<file path="config.mk">
export PLATFORM = sky130hd
export DESIGN_NAME = vfw_bank
export DESIGN_NICKNAME = d
export VERILOG_FILES = /design/src/hw/vfw_pkg.sv /design/src/hw/vfw_bank.sv /design/src/hw/vfw_compare.sv
export VERILOG_INCLUDE_DIRS = /design/src /design/src/hw
export SDC_FILE = /design/constraint.sdc
export NUM_CORES = 1
export LEC_CHECK = 0
export BUFFER_PORTS_ARGS = -buffer_cell sky130_fd_sc_hd__buf_2
export CAP_MARGIN = 25
export CELL_PAD_IN_SITES_DETAIL_PLACEMENT = 1
export CELL_PAD_IN_SITES_GLOBAL_PLACEMENT = 2
export CORE_MARGIN = 1.5
export CORE_UTILIZATION = 39
export DETAILED_ROUTE_END_ITERATION = 8
export PLACE_DENSITY = 0.88
export SKIP_LAST_GASP = 1
export SLEW_MARGIN = 10
export SYNTH_ARGS = -nofsm -noshare
export SYNTH_HDL_FRONTEND = slang
export SYNTH_SLANG_ARGS = --single-unit
</file>
<file path="constraint.sdc">
create_clock -name clk -period 5.26 [get_ports clk]
set_input_delay 1.578 -clock clk [delete_from_list [all_inputs] [get_ports clk]]
set_output_delay 1.578 -clock clk [all_outputs]
set_load 0.005 [all_outputs]
</file>
<file path="src/hw/vfw_cfg.svh">
/*
 Constants of the output-voltage supervision command bank: command codes,
 field positions, reset values and codes.
 Assumes it is included by bare name, before any file that uses the macros.
*/
`ifndef VFW_CFG_SVH
`define VFW_CFG_SVH

// ----------------------------------------
// Command codes
// ----------------------------------------
`define VFW_CMD_OV_FAULT_THRESHOLD 8'h40
`define VFW_CMD_OV_FAULT_ACTION 8'h41
`define VFW_CMD_OV_WARN_THRESHOLD 8'h42
`define VFW_CMD_UV_WARN_THRESHOLD 8'h43
`define VFW_CMD_UV_FAULT_THRESHOLD 8'h44

// ----------------------------------------
// Reset values loaded when rst is asserted
// ----------------------------------------
`define VFW_RST_OV_FAULT_THRESHOLD 16'h0161
`define VFW_RST_OV_FAULT_ACTION 8'hF8
`define VFW_RST_OV_WARN_THRESHOLD 16'h0151
`define VFW_RST_UV_WARN_THRESHOLD 16'h0114
`define VFW_RST_UV_FAULT_THRESHOLD 16'h00F5

// ----------------------------------------
// Fields of the overvoltage action byte
// ----------------------------------------
`define VFW_RSP_MSB 7
`define VFW_RSP_LSB 6
`define VFW_RTY_MSB 5
`define VFW_RTY_LSB 3
`define VFW_DLY_MSB 2
`define VFW_DLY_LSB 0
`define VFW_RSP_IGNORE 2'h0
`define VFW_RSP_DISABLE 2'h3
`define VFW_RTYDLY_A 6'h00
`define VFW_RTYDLY_B 6'h16
`define VFW_RTYDLY_C 6'h22
`define VFW_RTYDLY_D 6'h36
`define VFW_RTYDLY_RETRY 6'h38

`endif

</file>
<file path="src/hw/vfw_pkg.sv">
/*
 Types of the output-voltage supervision command bank.
 Assumes vfw_cfg.svh is compiled alongside.
*/
package vfw_pkg;
    // Action selected by the overvoltage response code
    typedef enum logic [2:0] {
        VFW_ACT_IGNORE = 3'h1,
        VFW_ACT_DISABLE = 3'h2,
        VFW_ACT_RETRY = 3'h4
    } vfw_action_t;
endpackage
</file>
<file path="src/hw/vfw_bank.sv">
/*
 Output-voltage supervision command bank: overvoltage fault threshold and
 action byte, warning and undervoltage thresholds, and the output control
 that the action selects.
 Assumes the command port is driven by the bus engine on clk, and that
 sense_voltage is a sampled value already in the clk domain.
*/
`timescale 1ns/10ps
`include "vfw_cfg.svh"

// Functional notes
// - Action byte 41h, three fields, resets F8h
// - F8h: disable during fault, retry indefinitely
// - Response 00 codes: ignore fault, keep converting
// - Response 11 codes: disable while fault persists
// - Threshold 42h; above raises high warning
// - High warning threshold resets to 0151h
// - Threshold 43h; below raises low warning
// - Low warning threshold resets to 0114h
// - Threshold 44h; below declares undervoltage fault
// - Undervoltage fault threshold resets to 00F5h
// - Above 40h threshold declares overvoltage fault
module vfw_bank import vfw_pkg::*; (
    input wire logic clk,
    input wire logic rst,
    input wire logic cmd_write,
    input wire logic cmd_read,
    input wire logic [7:0] cmd_code,
    input wire logic [15:0] cmd_wdata,
    input wire logic [15:0] sense_voltage,
    input wire logic conversion_on,
    output logic [15:0] cmd_rdata,
    output logic cmd_rvalid,
    output logic cmd_error,
    output logic ov_fault,
    output logic uv_fault,
    output logic ov_warning,
    output logic uv_warning,
    output logic output_enable
);
    logic [15:0] overvoltage_fault_threshold;
    logic [7:0] overvoltage_fault_action;
    logic [15:0] overvoltage_warning_threshold;
    logic [15:0] undervoltage_warning_threshold;
    logic [15:0] undervoltage_fault_threshold;
    logic ov_hit;
    logic uv_hit;
    logic ovw_hit;
    logic uvw_hit;
    vfw_action_t action;

    // ----------------------------------------
    // Code decoding
    // ----------------------------------------
    // Returns the action of a code; bad marks an unsupported code
    // F8h is tested first because its retry bits match none of the four pairs
    function automatic vfw_action_t decode_action(input logic [7:0] code, output logic bad);
        logic [1:0] rsp;
        logic [5:0] rd;
        rsp = code[`VFW_RSP_MSB:`VFW_RSP_LSB];
        rd = code[`VFW_RTY_MSB:`VFW_DLY_LSB];
        bad = 1'b0;
        decode_action = VFW_ACT_IGNORE;
        if (rsp == `VFW_RSP_DISABLE && rd == `VFW_RTYDLY_RETRY) begin
            decode_action = VFW_ACT_RETRY;
        end else if (rd == `VFW_RTYDLY_A || rd == `VFW_RTYDLY_B ||
                     rd == `VFW_RTYDLY_C || rd == `VFW_RTYDLY_D) begin
            if (rsp == `VFW_RSP_IGNORE) begin
                decode_action = VFW_ACT_IGNORE;
            end else if (rsp == `VFW_RSP_DISABLE) begin
                decode_action = VFW_ACT_DISABLE;
            end else begin
                bad = 1'b1;
            end
        end else begin
            bad = 1'b1;
        end
    endfunction

    // Thin wrappers so processes can use the decode without an output argument
    function automatic logic code_bad(input logic [7:0] code);
        logic b;
        vfw_action_t a;
        a = decode_action(code, b);
        code_bad = b;
    endfunction

    function automatic vfw_action_t code_action(input logic [7:0] code);
        logic b;
        code_action = decode_action(code, b);
    endfunction

    // ----------------------------------------
    // Register writes
    // ----------------------------------------
    // The action byte is absent here; it has its own process with a veto
    // Thresholds are taken as written; range policing is left to firmware
    always_ff @(posedge clk or posedge rst) begin
        if (rst) begin
            overvoltage_fault_threshold <= `VFW_RST_OV_FAULT_THRESHOLD;
            overvoltage_warning_threshold <= `VFW_RST_OV_WARN_THRESHOLD;
            undervoltage_warning_threshold <= `VFW_RST_UV_WARN_THRESHOLD;
            undervoltage_fault_threshold <= `VFW_RST_UV_FAULT_THRESHOLD;
        end else if (cmd_write) begin
            case (cmd_code)
                `VFW_CMD_OV_FAULT_THRESHOLD: overvoltage_fault_threshold <= cmd_wdata;
                `VFW_CMD_OV_WARN_THRESHOLD: overvoltage_warning_threshold <= cmd_wdata;
                `VFW_CMD_UV_WARN_THRESHOLD: undervoltage_warning_threshold <= cmd_wdata;
                `VFW_CMD_UV_FAULT_THRESHOLD: undervoltage_fault_threshold <= cmd_wdata;
                default: ;
            endcase
        end
    end

    // Action byte keeps its old value when the new code is unsupported
    always_ff @(posedge clk or posedge rst) begin
        if (rst) begin
            overvoltage_fault_action <= `VFW_RST_OV_FAULT_ACTION;
        end else if (cmd_write && cmd_code == `VFW_CMD_OV_FAULT_ACTION &&
                     !code_bad(cmd_wdata[7:0])) begin
            overvoltage_fault_action <= cmd_wdata[7:0];
        end
    end

    // Error pulse for an unsupported code or an unknown command
    always_ff @(posedge clk or posedge rst) begin
        if (rst) begin
            cmd_error <= 1'b0;
        end else begin
            cmd_error <= 1'b0;
            if (cmd_write || cmd_read) begin
                case (cmd_code)
                    `VFW_CMD_OV_FAULT_ACTION: cmd_error <= cmd_write &&
                                                           code_bad(cmd_wdata[7:0]);
                    `VFW_CMD_OV_FAULT_THRESHOLD, `VFW_CMD_OV_WARN_THRESHOLD,
                    `VFW_CMD_UV_WARN_THRESHOLD, `VFW_CMD_UV_FAULT_THRESHOLD: cmd_error <= 1'b0;
                    default: cmd_error <= 1'b1;
                endcase
            end
        end
    end

    // ----------------------------------------
    // Read-back
    // ----------------------------------------
    // The action byte reads in the low byte, upper byte zero
    // Unknown codes read zero so stale data never leaks with the error pulse
    always_ff @(posedge clk or posedge rst) begin
        if (rst) begin
            cmd_rdata <= 16'h0000;
            cmd_rvalid <= 1'b0;
        end else begin
            cmd_rvalid <= cmd_read;
            if (cmd_read) begin
                case (cmd_code)
                    `VFW_CMD_OV_FAULT_THRESHOLD: cmd_rdata <= overvoltage_fault_threshold;
                    `VFW_CMD_OV_FAULT_ACTION: cmd_rdata <= {8'h00, overvoltage_fault_action};
                    `VFW_CMD_OV_WARN_THRESHOLD: cmd_rdata <= overvoltage_warning_threshold;
                    `VFW_CMD_UV_WARN_THRESHOLD: cmd_rdata <= undervoltage_warning_threshold;
                    `VFW_CMD_UV_FAULT_THRESHOLD: cmd_rdata <= undervoltage_fault_threshold;
                    default: cmd_rdata <= 16'h0000;
                endcase
            end
        end
    end

    // ----------------------------------------
    // Comparators
    // ----------------------------------------
    // Overvoltage fault trip; also feeds the output control directly
    vfw_compare u_ov_fault (.clk(clk), .rst(rst), .sense(sense_voltage),
        .threshold(overvoltage_fault_threshold), .above(1'b1), .hit(ov_hit));
    // High warning, report only
    vfw_compare u_ov_warn (.clk(clk), .rst(rst), .sense(sense_voltage),
        .threshold(overvoltage_warning_threshold), .above(1'b1), .hit(ovw_hit));
    // Low warning, report only
    vfw_compare u_uv_warn (.clk(clk), .rst(rst), .sense(sense_voltage),
        .threshold(undervoltage_warning_threshold), .above(1'b0), .hit(uvw_hit));
    // Undervoltage fault; its response lies outside this bank
    vfw_compare u_uv_fault (.clk(clk), .rst(rst), .sense(sense_voltage),
        .threshold(undervoltage_fault_threshold), .above(1'b0), .hit(uv_hit));

    // Status levels follow the compare results one cycle later
    // The common lag keeps all four levels aligned with each other
    always_ff @(posedge clk or posedge rst) begin
        if (rst) begin
            ov_fault <= 1'b0;
            uv_fault <= 1'b0;
            ov_warning <= 1'b0;
            uv_warning <= 1'b0;
        end else begin
            ov_fault <= ov_hit;
            uv_fault <= uv_hit;
            ov_warning <= ovw_hit;
            uv_warning <= uvw_hit;
        end
    end

    // ----------------------------------------
    // Output control
    // ----------------------------------------
    // The stored byte only ever holds supported codes, so the decode is total
    assign action = code_action(overvoltage_fault_action);

    // Warnings never enter here, so they cannot stop conversion
    // The raw compare is used so the enable drops in step with ov_fault
    // Retry and disable coincide: restart is immediate, with no hold-off delay
    always_ff @(posedge clk or posedge rst) begin
        if (rst) begin
            output_enable <= 1'b0;
        end else begin
            case (action)
                VFW_ACT_IGNORE: output_enable <= conversion_on;
                VFW_ACT_DISABLE: output_enable <= conversion_on && !ov_hit;
                VFW_ACT_RETRY: output_enable <= conversion_on && !ov_hit;
                // Fail safe: an undecodable action keeps the power stage off
                default: output_enable <= 1'b0;
            endcase
        end
    end
endmodule

</file>
<file path="src/hw/vfw_compare.sv">
/*
 Threshold comparator for the sensed output voltage.
 Assumes sense and threshold share the same unsigned 16-bit scaling.
*/
`timescale 1ns/10ps
module vfw_compare import vfw_pkg::*; (
    input wire logic clk,
    input wire logic rst,
    input wire logic [15:0] sense,
    input wire logic [15:0] threshold,
    input wire logic above,
    output logic hit
);
    // ----------------------------------------
    // Registered compare, strict inequality
    // ----------------------------------------
    always_ff @(posedge clk or posedge rst) begin
        if (rst) begin
            hit <= 1'b0;
        end else begin
            hit <= above ? (sense > threshold) : (sense < threshold);
        end
    end
endmodule

</file>
==> flow_summary.ini, run 1 <==
[timing]
rsz0062_at_grt = false
fin_skew_ps = 7.36
fin_hold_ws_ps = 351
finalHoldViolCount = 0
finalCritPeriodShare_pct = 75.0
slew_violations = 0
tightest_slew_ps = 919
setup_viol_count_final = 0
fmax_mhz = 253
relSlewSlack_pct = 38.6
setup_tns_ps = 0
layout_min_cycle_time_ps = 3950

[critical_path]
cp.arrival_ps = 4190
path_class = primary input to flip-flop
required_ps = 5500
worstSetupStartpointType = primary input
r2r_cells = 6
rr_endpoint = u_ov_fault.hit
crit_fanout = 22
rr_startpoint = overvoltage_fault_threshold[8]
rrSetupSlack_ps = 3270
end_kind = flip-flop

[placement]
hpwl_um = 12200
place.port_buffers = 67
finalWeightedCongestion = 0.832

[power]
switching_share_pct = 25.8
clkPwrFrac_pct = 41.0
combPwrFrac_pct = 13.3
intPower_mw = 1.33
power.leakage_nw = 3.19
p_switching_uw = 461
vdd_ir_drop_max_uv = 138
p_per_area_mw_per_mm2 = 267
seqPwrFrac_pct = 45.7

[yosys]
async_flop_share_pct = 100
syn_nets = 641
yosysTopAreaCell = dfrtp_1
yosys_warnings = 0
synth_top_family_by_area = multiplexers
synth.most_common_cell = dfrtp_1
synth_edf_count = 0
synth_ff_type = dfrtp_1
synth_top_area_share_pct = 33.0
synth_fa_ha_area_share_pct = 13.5
synth_xor_area_share_pct = 0
ys_seq_elements = 99
synthTopCellsByArea = dfrtp_1, ha_1, mux2_2, dfstp_2, inv_1
synth_area_mm2 = 0.00585
synth_simple_gate_area_share_pct = 8.50
syn_avg_cell_area_um2 = 11.0
muxShareOfSynthArea_pct = 15.9
ys_seq_area_share_pct = 42.9
synth.distinct_cells = 44
syn_inst = 533
netlist_top_cells_count = dfrtp_1, inv_1, ha_1, mux2_2, nand2_1
synth_compound_area_share_pct = 13.4

[grt]
grt_pass1_wl_um = 26100
use_met2_pct = 36.7
grt_pass1_vias = 4802
met3_usage_pct = 2.70
use_met1_pct = 28.4
grt_overflow = 0
grt_max_degree = 71
top_usage_layer = met2
grt_antenna_before_repair = 0
track_usage_pct = 21.5

[floorplanning]
fp.dieH_um = 125
core_area_mm2 = 0.0146
die_w_um = 125
rows = 44
die_area_mm2 = 0.0157
start_util_pct = 40.1
io_pins = 68

[cts]
cts_resized = 0
post_cts_buffers = 0
htreeDepth = 3
cts_inserted_buffers = 9
hold_buffers = 0
cts_tree = done
clock-sinks = 99
cts_buffer_depth = 2
clk_latency_ps = 350
cts_root_buf = clkbuf_16
clkTransAtPathRegs_ps = 70

[routing]
final_antenna_net_count = 0
wirelength_um = 16100
dr.pass1.iters = 4
via_per_inst = 5.54
vias = 4354
drt_iter0_drc = 166
drc_errors = 0
wire_per_inst_um = 20.5

[min_path]
holdCritStartpoint = u_ov_warn.hit
min-delay-path-class = flip-flop to flip-flop
min_to = ov_warning
min_path_cells = 0

[finish]
final_net_count = 705
syn2layout_area_growth_pct = 14.6
drive_gt1_share_pct = 29.1
num_antenna_cells = 0

[run_status]
outcome = completed

[job]
drv_cap = 0
[power by group through the flow]
stage               combinational (mW)  clock (mW)  sequential [mW]
global placement                 0.225           0            0.828
global route                     0.270       0.778            0.820
finish                           0.238       0.733            0.816
floorplan                        0.146           0            0.824
CTS                              0.242       0.747            0.816
detailed placement               0.239           0            0.830
[metrics by stage]
stage / setup slack [ps] / std cells / power (mW) / cell area, µm² / utilization (%)
after floorplan: 1130 / 533 / 0.970 / 5850 / -
after global placement: 1180 / 770 / 1.05 / 6370 / 43.7
after detailed placement: 995 / 770 / 1.07 / 6370 / 43.7
after CTS: 1370 / 786 / 1.80 / 6700 / 45.9
after global routing: 1210 / 786 / 1.87 / 6700 / 45.9
final: 1310 / 786 / 1.79 / 6700 / 45.9
[layout make-up]
| cell class | count | area [µm²] |
|---|---|---|
| Multi-Input combinational cell | 343 | 3000 |
| Clock inverter | 6 | 88.8 |
| Fill cell | 1583 | 7890 |
| Timing Repair Buffer | 70 | 358 |
| Inverter | 74 | 280 |
| Sequential cell | 99 | 2500 |
| Clock buffer | 10 | 239 |
| Tap cell | 184 | 230 |
[state kept, by name, summed over array words and instances (netlist names)]
register,count
u_ov_fault.hit,1
overvoltage_fault_threshold,16
overvoltage_warning_threshold,16
ov_warning,1
uv_fault,1
cmd_rvalid,1
u_uv_fault.hit,1
ov_fault,1
uv_warning,1
cmd_rdata,16
undervoltage_warning_threshold,16
cmd_error,1
undervoltage_fault_threshold,16
u_ov_warn.hit,1
overvoltage_fault_action,8
output_enable,1
u_uv_warn.hit,1
[kinds of logic after synthesis]
kind of cell	after synthesis
fa+ha+maj	63
buf+inv	91
flops	99
mux	85
simple gates	87
compound gates	108
[cell usage in the layout (no fill, tap or decap), types with 2 or more instances in the layout]
| cell | Yosys | routed |
|---|---|---|
| a21boi_0 | 2 | 2 |
| mux2_2 | 63 | 63 |
| clkinvlp_4 | 0 | 2 |
| nor2b_1 | 14 | 14 |
| nand3_1 | 5 | 5 |
| buf_4 | 0 | 3 |
| o31a_1 | 5 | 5 |
| and2_1 | 3 | 3 |
| ha_1 | 63 | 63 |
| nand2b_1 | 5 | 5 |
| a221o_1 | 12 | 12 |
| a21oi_1 | 19 | 19 |
| nand4_1 | 11 | 11 |
| nor4_1 | 4 | 4 |
| a2bb2oi_1 | 24 | 24 |
| o21a_1 | 2 | 2 |
| and3_1 | 2 | 2 |
| nor3_1 | 3 | 3 |
| buf_2 | 1 | 67 |
| bufinv_16 | 0 | 2 |
| o31ai_1 | 2 | 2 |
| nand2_1 | 25 | 25 |
| a2111oi_0 | 2 | 2 |
| clkbuf_16 | 0 | 9 |
| o21ai_0 | 18 | 18 |
| o22ai_1 | 8 | 8 |
| inv_1 | 74 | 73 |
| nor2_1 | 7 | 7 |
| dfstp_2 | 22 | 22 |
| mux2i_1 | 22 | 22 |
| a21o_1 | 8 | 8 |
| dfrtp_1 | 77 | 77 |
[worst max path at each step]
stage,from,end,slack [ps],cells past startpoint
floorplan,rst,cmd_error,1130,1
global placement,cmd_code[0],overvoltage_fault_action[2],1180,5
detailed placement,cmd_code[0],overvoltage_fault_action[2],990,5
CTS,cmd_code[0],overvoltage_fault_action[1],1370,5
global route,cmd_code[0],overvoltage_fault_action[2],1210,5
finish,cmd_code[0],overvoltage_fault_action[2],1310,5
[metal layers]
metal  up-vias  share of wire, %
met4         0               1.6
met2        53                49
met5         -                 0
met1      2234                46
met3        17               2.8
li1       2050                 -
[worst max-delay path, cell delays in order]
cell and delay [ps]:
buf_2 390, nor2b_1 680, or4b_4 560, nor4_4 560, mux2_2 400
Power figures use the tool's default switching activity.
==> inputs of run 2 (changes only) <==
--- a/config.mk
+++ b/config.mk
@@ -11,9 +11,9 @@
 export CELL_PAD_IN_SITES_DETAIL_PLACEMENT = 1
 export CELL_PAD_IN_SITES_GLOBAL_PLACEMENT = 2
 export CORE_MARGIN = 1.5
-export CORE_UTILIZATION = 39
+export CORE_UTILIZATION = 35
 export DETAILED_ROUTE_END_ITERATION = 8
-export PLACE_DENSITY = 0.88
+export PLACE_DENSITY = 0.83
 export SKIP_LAST_GASP = 1
 export SLEW_MARGIN = 10
 export SYNTH_ARGS = -nofsm -noshare
==> constraint.sdc (replaced) <==
create_clock -name clk -period 3.4 [get_ports clk]
set_input_delay 1.02 -clock clk [delete_from_list [all_inputs] [get_ports clk]]
set_output_delay 1.02 -clock clk [all_outputs]
set_load 0.005 [all_outputs]
==> flow_summary.ini, run 2 (synthesized netlist as in run 1, its figures left out) <==
[grt]
grt_max_degree = 63
grt_overflow = 0
track_usage_pct = 20.3
grt_pass1_vias = 4979
grt_pass1_wl_um = 27300
grt_antenna_before_repair = 0

[cts]
clock-sinks = 99
cts_tree = done
post_cts_buffers = 0
cts_inserted_buffers = 9
htreeDepth = 3
clkTransAtPathRegs_ps = 70
clk_latency_ps = 350
cts_root_buf = clkbuf_16
cts_resized = 0
cts_buffer_depth = 2
hold_buffers = 0

[power]
clkPwrFrac_pct = 37.8
power.leakage_nw = 3.23
intPower_mw = 1.93
p_switching_uw = 703
combPwrFrac_pct = 14.1
p_per_area_mw_per_mm2 = 387
seqPwrFrac_pct = 48.1
power_mw = 2.63
vdd_ir_drop_max_uv = 229
switching_share_pct = 26.7

[timing]
rsz0062_at_grt = false
setup_tns_ps = 0
relSlewSlack_pct = 44.2
slew_violations = 0
layout_min_cycle_time_ps = 2850
fmax_mhz = 351
setup_viol_count_final = 0
tightest_slew_ps = 837
finalHoldViolCount = 0
fin_skew_ps = 8.78
finalCritPeriodShare_pct = 83.7

[finish]
final_net_count = 717
layout_common_cells = dfrtp_1, inv_1, buf_2
regArea_mm2 = 0.00250
final_common_cell = dfrtp_1
drive_gt1_share_pct = 30.5
multi_input_area_mm2 = 0.00300
syn2layout_area_growth_pct = 16.2
fillers = 1870
num_antenna_cells = 0
utilization_pct = 41.3

[run_status]
outcome = completed

[routing]
dr.pass1.iters = 4
drt_iter0_drc = 164
final_antenna_net_count = 0
wire_per_inst_um = 20.1
vias = 4425
wirelength_um = 16700
drc_errors = 0
via_per_inst = 5.31

[min_path]
min-delay-path-class = flip-flop to flip-flop

[placement]
hpwl_um = 12600
finalWeightedCongestion = 0.823
place.port_buffers = 67

[critical_path]
end_kind = flip-flop
path_class = primary input to flip-flop
worstSetupStartpointType = primary input
crit_fanout = 5
required_ps = 3690
cp.arrival_ps = 3130

[floorplanning]
io_pins = 68
rows = 47
fp.dieH_um = 132
die_area_mm2 = 0.0175
core_area_mm2 = 0.0165
die_w_um = 132
start_util_pct = 35.5

[job]
drv_cap = 0
[run 2: worst paths after layout]
check	from	to	slack, ps	depth (start not counted)
setup / recovery	cmd_code[5]	overvoltage_fault_action[7]	550	6
hold / removal	u_uv_fault.hit	uv_fault	350	0
setup reg to reg	overvoltage_warning_threshold[8]	u_ov_warn.hit	1410	6
hold reg to reg	u_uv_fault.hit	uv_fault	350	0
max in group asynchronous	rst	overvoltage_warning_threshold[10]	1910	3
min in group asynchronous	rst	ov_fault	810	3
[run 2: layer usage]
layer,vias to the layer above,track usage (%),routed length [µm]
met1,2278,25.4,7670
met3,21,3.00,366
met2,60,36.1,8460
met4,0,6.23,254
li1,2066,-,-
met5,-,0,0
[run 2: per-stage QoR]
step	cell area (µm²)	std cells	setup slack (ps)	hold WS [ps]
2_1_floorplan	5850	533	360	331
3_3_place_gp	6510	818	245	339
3_5_place_dp	6510	818	179	341
4_1_cts	6800	834	561	356
5_1_grt	6800	834	495	362
6_report	6800	834	554	352
[run 2: area by class of cell]
type                       instances  share of cell area (%)
clock buffer                      11                    3.72
clock inverter                     5                   0.516
tap                              220                    4.05
inverter                          74                    4.14
multi-input combinational        343                    44.1
timing repair buffer              82                    6.59
sequential                        99                    36.9
[run 2: worst max-delay path, cell delays in order]
cell    delay (ps)
buf_2          110
or4b_1         550
or4b_4         550
nor4_4         350
buf_4          210
mux2_2         340
[run 2: power groups by stage]
stage | Clock [mW] | Sequential [mW] | Combinational, mW
global placement | 0 | 1.28 | 0.358
global route | 1.06 | 1.27 | 0.422
detailed placement | 0 | 1.29 | 0.375
finish | 0.994 | 1.26 | 0.372
floorplan | 0 | 1.27 | 0.226
CTS | 1.03 | 1.26 | 0.379
